===== src/ext_bus_defines.svh =====
// Constants for the external memory bus strobe block.
// Assumes inclusion by bare name from the package and the modules.
`ifndef EXT_BUS_DEFINES_SVH
`define EXT_BUS_DEFINES_SVH
`define DATA_W 16
`define ADDR_W 16
`define WAIT_W 3
`define SPACE_PROG 2'h0
`define SPACE_DATA 2'h1
`define SPACE_IO 2'h2
`endif


===== src/ext_bus_pkg.sv =====
// Types shared by the external bus strobe block.
// Assumes ext_bus_defines.svh is on the include path.
`include "ext_bus_defines.svh"
package ext_bus_pkg;
    typedef logic [1:0] space_t;
    typedef enum logic [1:0] {ST_IDLE, ST_SWAIT, ST_READY, ST_DONE} bus_state_e;
endpackage


===== src/ext_bus_strobes.sv =====
// External memory bus master: strobes, space selects and wait states.
// Assumes the core gives one-cycle access requests on the same clock.
`include "ext_bus_defines.svh"
module ext_bus_strobes
    import ext_bus_pkg::*;
(
    input wire logic CLK,
    input wire logic RESET_N,
    input wire logic REQ,
    input wire logic REQ_WRITE,
    input wire logic [1:0] REQ_SPACE,
    input wire logic [`ADDR_W-1:0] REQ_ADDR,
    input wire logic [`DATA_W-1:0] REQ_WDATA,
    input wire logic [`WAIT_W-1:0] WAIT_STATE_CONTROL,
    input wire logic READY,
    input wire logic [`DATA_W-1:0] DATA_IN,
    input wire logic EMULATION_FLOAT_PIN,
    input wire logic TEST_RESET,
    input wire logic EMULATION_PIN_ZERO,
    input wire logic QUAL_GPIO_MODE,
    input wire logic PORT_C_BIT0_OUT,
    input wire logic PORT_C_BIT0_DIR_OUT,
    output logic BUSY,
    output logic DONE,
    output logic [`DATA_W-1:0] RDATA,
    output logic [`ADDR_W-1:0] ADDR,
    output logic [`DATA_W-1:0] DATA_OUT,
    output logic DATA_OE_N,
    output logic READ_STROBE_N,
    output logic WRITE_STROBE_N,
    output logic EXTERNAL_ACCESS_STROBE_N,
    output logic PROGRAM_SPACE_SELECT_N,
    output logic DATA_SPACE_SELECT_N,
    output logic IO_SPACE_SELECT_N,
    output logic READ_WRITE,
    output logic WRITE_READ,
    output logic STROBE_OE_N,
    output logic PORT_C_BIT0_OE_N
);

    ////////////////////////////////////////////////////////////////////
    // Reset release and pin synchronisers
    logic [1:0] rst_sync_r;
    logic rst_n;
    always_ff @(posedge CLK or negedge RESET_N) begin
        if (!RESET_N) begin
            rst_sync_r <= 2'h0;
        end else begin
            rst_sync_r <= {rst_sync_r[0], 1'b1};
        end
    end
    assign rst_n = rst_sync_r[1];

    // Two stages for each asynchronous pin: ready, float, test reset, emulation_pin_zero
    logic [3:0] pin_s1_r;
    logic [3:0] pin_s2_r;
    logic [3:0] pin_raw;
    assign pin_raw = {READY, EMULATION_FLOAT_PIN, TEST_RESET,
                      EMULATION_PIN_ZERO};
    genvar gi;
    generate
        for (gi = 0; gi < 4; gi = gi + 1) begin : g_sync
            always_ff @(posedge CLK or negedge rst_n) begin
                if (!rst_n) begin
                    pin_s1_r[gi] <= (gi == 3) ? 1'b1 : 1'b0;
                    pin_s2_r[gi] <= (gi == 3) ? 1'b1 : 1'b0;
                end else begin
                    pin_s1_r[gi] <= pin_raw[gi];
                    pin_s2_r[gi] <= pin_s1_r[gi];
                end
            end
        end
    endgenerate
    logic ready_s;
    logic float_req;
    assign ready_s = pin_s2_r[3];
    assign float_req = !pin_s2_r[2] && !pin_s2_r[1] && pin_s2_r[0];

    ////////////////////////////////////////////////////////////////////
    // Bus cycle state machine
    bus_state_e state_r;
    bus_state_e state_nxt;
    logic write_r;
    logic write_nxt;
    space_t space_r;
    space_t space_nxt;
    logic [`ADDR_W-1:0] addr_r;
    logic [`ADDR_W-1:0] addr_nxt;
    logic [`DATA_W-1:0] wdata_r;
    logic [`DATA_W-1:0] wdata_nxt;
    logic [`DATA_W-1:0] rdata_r;
    logic [`DATA_W-1:0] rdata_nxt;
    logic use_ready_r;
    logic use_ready_nxt;
    logic done_r;
    logic done_nxt;
    logic wait_zero;
    logic wait_load;

    wait_counter u_wait (
        .clk(CLK),
        .rst_n(rst_n),
        .load(wait_load),
        .count_in(WAIT_STATE_CONTROL),
        .zero(wait_zero)
    );

    // Next state, captured request and completion
    always_comb begin
        state_nxt = state_r;
        write_nxt = write_r;
        space_nxt = space_r;
        addr_nxt = addr_r;
        wdata_nxt = wdata_r;
        rdata_nxt = rdata_r;
        use_ready_nxt = use_ready_r;
        done_nxt = 1'b0;
        wait_load = 1'b0;
        case (state_r)
            ST_IDLE: begin
                if (REQ) begin
                    write_nxt = REQ_WRITE;
                    space_nxt = REQ_SPACE;
                    addr_nxt = REQ_ADDR;
                    wdata_nxt = REQ_WDATA;
                    // Ready only counts with a software wait state
                    use_ready_nxt = (WAIT_STATE_CONTROL != 3'h0);
                    wait_load = 1'b1;
                    state_nxt = ST_SWAIT;
                end
            end
            ST_SWAIT: begin
                if (wait_zero) begin
                    if (use_ready_r) begin
                        state_nxt = ST_READY;
                    end else begin
                        state_nxt = ST_DONE;
                    end
                end
            end
            ST_READY: begin
                // Low ready adds one cycle, then it is sampled again
                if (ready_s) begin
                    state_nxt = ST_DONE;
                end
            end
            ST_DONE: begin
                if (!write_r) begin
                    rdata_nxt = DATA_IN;
                end
                done_nxt = 1'b1;
                state_nxt = ST_IDLE;
            end
            default: begin
                state_nxt = ST_IDLE;
            end
        endcase
    end

    // Register the bus cycle state
    always_ff @(posedge CLK or negedge rst_n) begin
        if (!rst_n) begin
            state_r <= ST_IDLE;
            write_r <= 1'b0;
            space_r <= `SPACE_PROG;
            addr_r <= 16'h0000;
            wdata_r <= 16'h0000;
            rdata_r <= 16'h0000;
            use_ready_r <= 1'b0;
            done_r <= 1'b0;
        end else begin
            state_r <= state_nxt;
            write_r <= write_nxt;
            space_r <= space_nxt;
            addr_r <= addr_nxt;
            wdata_r <= wdata_nxt;
            rdata_r <= rdata_nxt;
            use_ready_r <= use_ready_nxt;
            done_r <= done_nxt;
        end
    end

    ////////////////////////////////////////////////////////////////////
    // Pin outputs, all registered; strobes and selects from the next bus state
    logic act_nxt;
    logic rd_n_nxt;
    logic wr_n_nxt;
    logic [2:0] sel_n_nxt;
    logic rw_nxt;
    logic wr_q_nxt;
    logic soe_n_nxt;
    logic pc_oe_n_nxt;
    logic rd_n_r;
    logic wr_n_r;
    logic external_access_strobe_n_r;
    logic [2:0] sel_n_r;
    logic rw_r;
    logic wr_q_r;
    logic soe_n_r;
    logic pc_oe_n_r;
    logic doe_n_r;

    // Strobe and qualifier values for the coming cycle
    always_comb begin
        act_nxt = (state_nxt != ST_IDLE);
        rd_n_nxt = !(act_nxt && !write_nxt);
        wr_n_nxt = !(act_nxt && write_nxt);
        sel_n_nxt = 3'h7;
        if (act_nxt) begin
            sel_n_nxt[space_nxt] = 1'b0;
        end
        rw_nxt = !(act_nxt && write_nxt);
        wr_q_nxt = QUAL_GPIO_MODE ? PORT_C_BIT0_OUT : !rw_nxt;
        soe_n_nxt = float_req;
        pc_oe_n_nxt = QUAL_GPIO_MODE ? !PORT_C_BIT0_DIR_OUT : 1'b0;
    end

    // Register the pins; GPIO starts as input
    always_ff @(posedge CLK or negedge rst_n) begin
        if (!rst_n) begin
            rd_n_r <= 1'b1;
            wr_n_r <= 1'b1;
            external_access_strobe_n_r <= 1'b1;
            sel_n_r <= 3'h7;
            rw_r <= 1'b1;
            wr_q_r <= 1'b0;
            soe_n_r <= 1'b0;
            pc_oe_n_r <= 1'b1;
            doe_n_r <= 1'b1;
        end else begin
            rd_n_r <= rd_n_nxt;
            wr_n_r <= wr_n_nxt;
            external_access_strobe_n_r <= !act_nxt;
            sel_n_r <= sel_n_nxt;
            rw_r <= rw_nxt;
            wr_q_r <= wr_q_nxt;
            soe_n_r <= soe_n_nxt;
            pc_oe_n_r <= pc_oe_n_nxt;
            doe_n_r <= wr_n_nxt;
        end
    end

    logic busy_r;
    // Busy flag follows the bus cycle
    always_ff @(posedge CLK or negedge rst_n) begin
        if (!rst_n) begin
            busy_r <= 1'b0;
        end else begin
            busy_r <= act_nxt;
        end
    end

    assign BUSY = busy_r;
    assign DONE = done_r;
    assign RDATA = rdata_r;
    assign ADDR = addr_r;
    assign DATA_OUT = wdata_r;
    assign DATA_OE_N = doe_n_r;
    assign READ_STROBE_N = rd_n_r;
    assign WRITE_STROBE_N = wr_n_r;
    assign EXTERNAL_ACCESS_STROBE_N = external_access_strobe_n_r;
    assign PROGRAM_SPACE_SELECT_N = sel_n_r[0];
    assign DATA_SPACE_SELECT_N = sel_n_r[1];
    assign IO_SPACE_SELECT_N = sel_n_r[2];
    assign READ_WRITE = rw_r;
    assign WRITE_READ = wr_q_r;
    assign STROBE_OE_N = soe_n_r;
    assign PORT_C_BIT0_OE_N = pc_oe_n_r;
endmodule


===== src/wait_counter.sv =====
// Software wait-state down counter.
// Assumes a synchronised active-low reset copy from the top.
`include "ext_bus_defines.svh"
module wait_counter (
    input wire logic clk,
    input wire logic rst_n,
    input wire logic load,
    input wire logic [`WAIT_W-1:0] count_in,
    output logic zero
);
    logic [`WAIT_W-1:0] cnt_r;
    logic [`WAIT_W-1:0] cnt_nxt;

    // Load on start, then count down to zero
    always_comb begin
        cnt_nxt = cnt_r;
        if (load) begin
            cnt_nxt = count_in;
        end else if (cnt_r != {`WAIT_W{1'b0}}) begin
            cnt_nxt = cnt_r - {{(`WAIT_W-1){1'b0}}, 1'b1};
        end
    end

    // Register the count
    always_ff @(posedge clk or negedge rst_n) begin
        if (!rst_n) begin
            cnt_r <= {`WAIT_W{1'b0}};
        end else begin
            cnt_r <= cnt_nxt;
        end
    end

    assign zero = (cnt_r == {`WAIT_W{1'b0}});
endmodule


===== config.mk =====
export PLATFORM = sky130hd
export DESIGN_NAME = ext_bus_strobes
export DESIGN_NICKNAME = d
export VERILOG_FILES = /design/src/ext_bus_pkg.sv /design/src/ext_bus_strobes.sv /design/src/wait_counter.sv
export VERILOG_INCLUDE_DIRS = /design/src
export SDC_FILE = /design/constraint.sdc
export NUM_CORES = 1
export LEC_CHECK = 0
export BUFFER_PORTS_ARGS = -buffer_cell sky130_fd_sc_hd__buf_2
export CAP_MARGIN = 20
export CORE_MARGIN = 5
export CORE_UTILIZATION = 51
export DETAILED_ROUTE_END_ITERATION = 16
export PLACE_DENSITY = 0.84
export SLEW_MARGIN = 10
export SYNTH_ARGS = -nofsm -noshare
export SYNTH_HDL_FRONTEND = slang
export SYNTH_HIERARCHICAL = 1
export SYNTH_SLANG_ARGS = --single-unit

===== constraint.sdc =====
create_clock -name CLK -period 5.59 [get_ports CLK]
set_clock_uncertainty 0.05 [all_clocks]
set_input_delay 0.2795 -clock CLK [delete_from_list [all_inputs] [get_ports CLK]]
set_output_delay 0.2795 -clock CLK [all_outputs]
set_load 0.01 [all_outputs]

==> results.ini <==
[status]
outcome = finished, final reports clean

[synthesis]
synth_flop_cell = dfrtp_1
yosysSeqAreaShare_pct = 64.62
syn_inst = 267
synth_top_family_by_area = simple AND/OR/NAND/NOR gates
ys_types = 35
synthXorXnorAreaFrac_pct = 0
syn_area_um2 = 3038
synthesis.nets = 333
yosys.area.top_type = dfrtp_1
yosysMostFrequentCell = nand2_1
async_flop_share_pct = 100.0
synthTopCellsByArea = dfrtp_1, nand2_1, dfstp_2
ys_ff_latch = 78
synthAdderAreaFrac_pct = 0.8237
synth_top_cell_area_share_pct = 56.84
avgSynthCellArea_um2 = 11.38
synth-simple-area-share_pct = 19.07
synth-compound-area-share_pct = 2.554
synth_mux_area_share_pct = 6.755
synth_edf_count = 0
yosys-top-cells-count = nand2_1, dfrtp_1, mux2_2
yosysWarningCount = 6

[timing]
slew-limit-headroom_pct = 38.62
setup_viol_count_final = 0
fin_setup_tns_ns = 0
maxSlewViolCount = 0
fin_ws_ns = 3.580
timing.final.crit_period_ns = 2.010
period_share_pct = 35.96
worstMarginPinSlew_ns = 0.9207
max_freq_mhz = 497.5
grt_setup_unrepaired = no
hold_viol = 0
fin_worst_hold_slack_ns = 0.07518

[cts]
postCtsSetupBuffers = 0
clk_latency_ns = 0.33
cts_root_buffer = clkbuf_8
cts-htree-levels = 3
clkSinkCount = 78
cts_buffer_depth = 2
clk_pin_slew_ns = 0.08
cts_buffers = 9
cts_tree = yes

[critical_path]
critPathLaunchType = flop
worstPathRequired_ns = 5.80
critPathMaxFanout = 45
end_kind = flop
critical_path_class = flop to flop
cp.arrival_ns = 2.22

[worst_hold_path]
hold_class = input port to flop

[drt]
via_per_inst = 4.749
dr.pass1.iters = 4
wl_per_cell_um = 14.08
drc_errors = 0
vias = 2251
drtAntennaViolNets = 0
routed_wl_um = 6674
drtIter0Drc = 44

[placement]
dpl_cell_area_um2 = 3615
hpwl_um = 4770
routabilityCongestion = 0.7198
dp.cells = 452
dp_slack_ns = 3.586
numPortBuffers = 124

[floorplanning]
rows = 28
design.core.area_um2 = 5851
initial_core_util_pct = 51.92
die_area_um2 = 7600
boundaryPins = 125
die_w_um = 87.18
die_h_um = 87.18

[pwr]
p_leak_nw = 2.076
pwr_density_cell_nw_per_um2 = 551.2
ir_drop_mv = 0.2977
p_total_mw = 2.144

[grt]
grt_max_degree = 77
grtUsageTotal_pct = 18.58
grt_pass1_vias = 2299
antenna_found_initial = 0
grt.overflow.total = 0
grt_pass1_wl_um = 10980

[final_layout]
fin_area_um2 = 3889
antennaDiodeCount = 0
multiInputGateArea_um2 = 890.9
stdcell_count = 474
fin_util_pct = 66.47
syn2layout_area_growth_pct = 28.01
drive_gt1_share_pct = 42.61
fill_cells = 479
final-seq-area_um2 = 1967
layout.nets = 460

[job]
drv_cap = 0

==> placed cells by master (no fill, tap or decap), types with 4 or more instances in the layout <==
cell type and count:
buf_2 124, nand2_1 106, dfrtp_1 68, mux2_2 16
dfstp_2 9, clkbuf_8 9, inv_1 7, dlygate4sd3_1 6
nor2b_1 5, nor3_1 4
==> flip-flops by register name, indices dropped and copies added, names as in the netlist, 2 cells and up <==
name	flops
sel_n_r	3
u_wait/cnt_r	3
pin_s1_r	4
rst_sync_r	2
ADDR	16
pin_s2_r	3
state_r	2
RDATA	16
DATA_OUT	16
space_r	2
==> worst paths after layout <==
kind                                from       endpoint  slack (ns)  cells past startpoint
setup / recovery              state_r[0]  READ_STROBE_N        3.58                      4
hold / removal             REQ_WDATA[13]   DATA_OUT[13]        0.08                      3
setup reg to reg              state_r[0]  READ_STROBE_N        3.58                      4
hold reg to reg              pin_s1_r[2]    pin_s2_r[2]        0.30                      0
max in group asynchronous  rst_sync_r[1]       ADDR[12]        4.48                      0
min in group asynchronous        RESET_N  rst_sync_r[1]        0.22                      2
==> worst max-delay path, stage by stage, from the launching register on <==
cell     delay, ns
dfrtp_1       0.46
or3b_1        0.48
inv_6         0.28
mux2_4        0.35
or3_1         0.30
==> area by class of cell <==
cell class,instances,share of cell area [%]
Multi-Input combinational cell,166,22.91
Inverter,8,0.9009
Timing Repair Buffer,131,17.70
Clock inverter,6,2.220
Clock buffer,10,3.282
Sequential cell,78,50.58
Tap cell,75,2.413
==> per-layer routing <==
metal	up-vias	part of all wire (%)	global-route usage, %
li1	1098	-	-
met1	1047	40	23.43
met2	94	48	29.95
met3	12	10	5.771
met4	0	1.8	7.392
met5	-	0	0
==> where the power goes <==
part           internal, mW  switching [mW]  total [mW]
combinational         0.335           0.410       0.746
sequential            0.810           0.141       0.951
clock                 0.251           0.196       0.447
total                  1.40           0.747        2.14
==> cells by family after synthesis <==
kind of cell | after synthesis
and+or+nand+nor | 132
DFF | 78
buffers and inverters | 23
muxes | 18
AOI/OAI and AO/OA | 13
adders and majority gates | 2
other | 1
==> timing repair <==
| action | 4_1_cts | 5_1_grt |
|---|---|---|
| gates resized for setup | 0 | 0 |
| hold endpoints to repair | 7 | 0 |
| hold buffers | 6 | 0 |
| endpoints found under the setup margin | 0 | 0 |
Power figures use the tool's default switching activity.
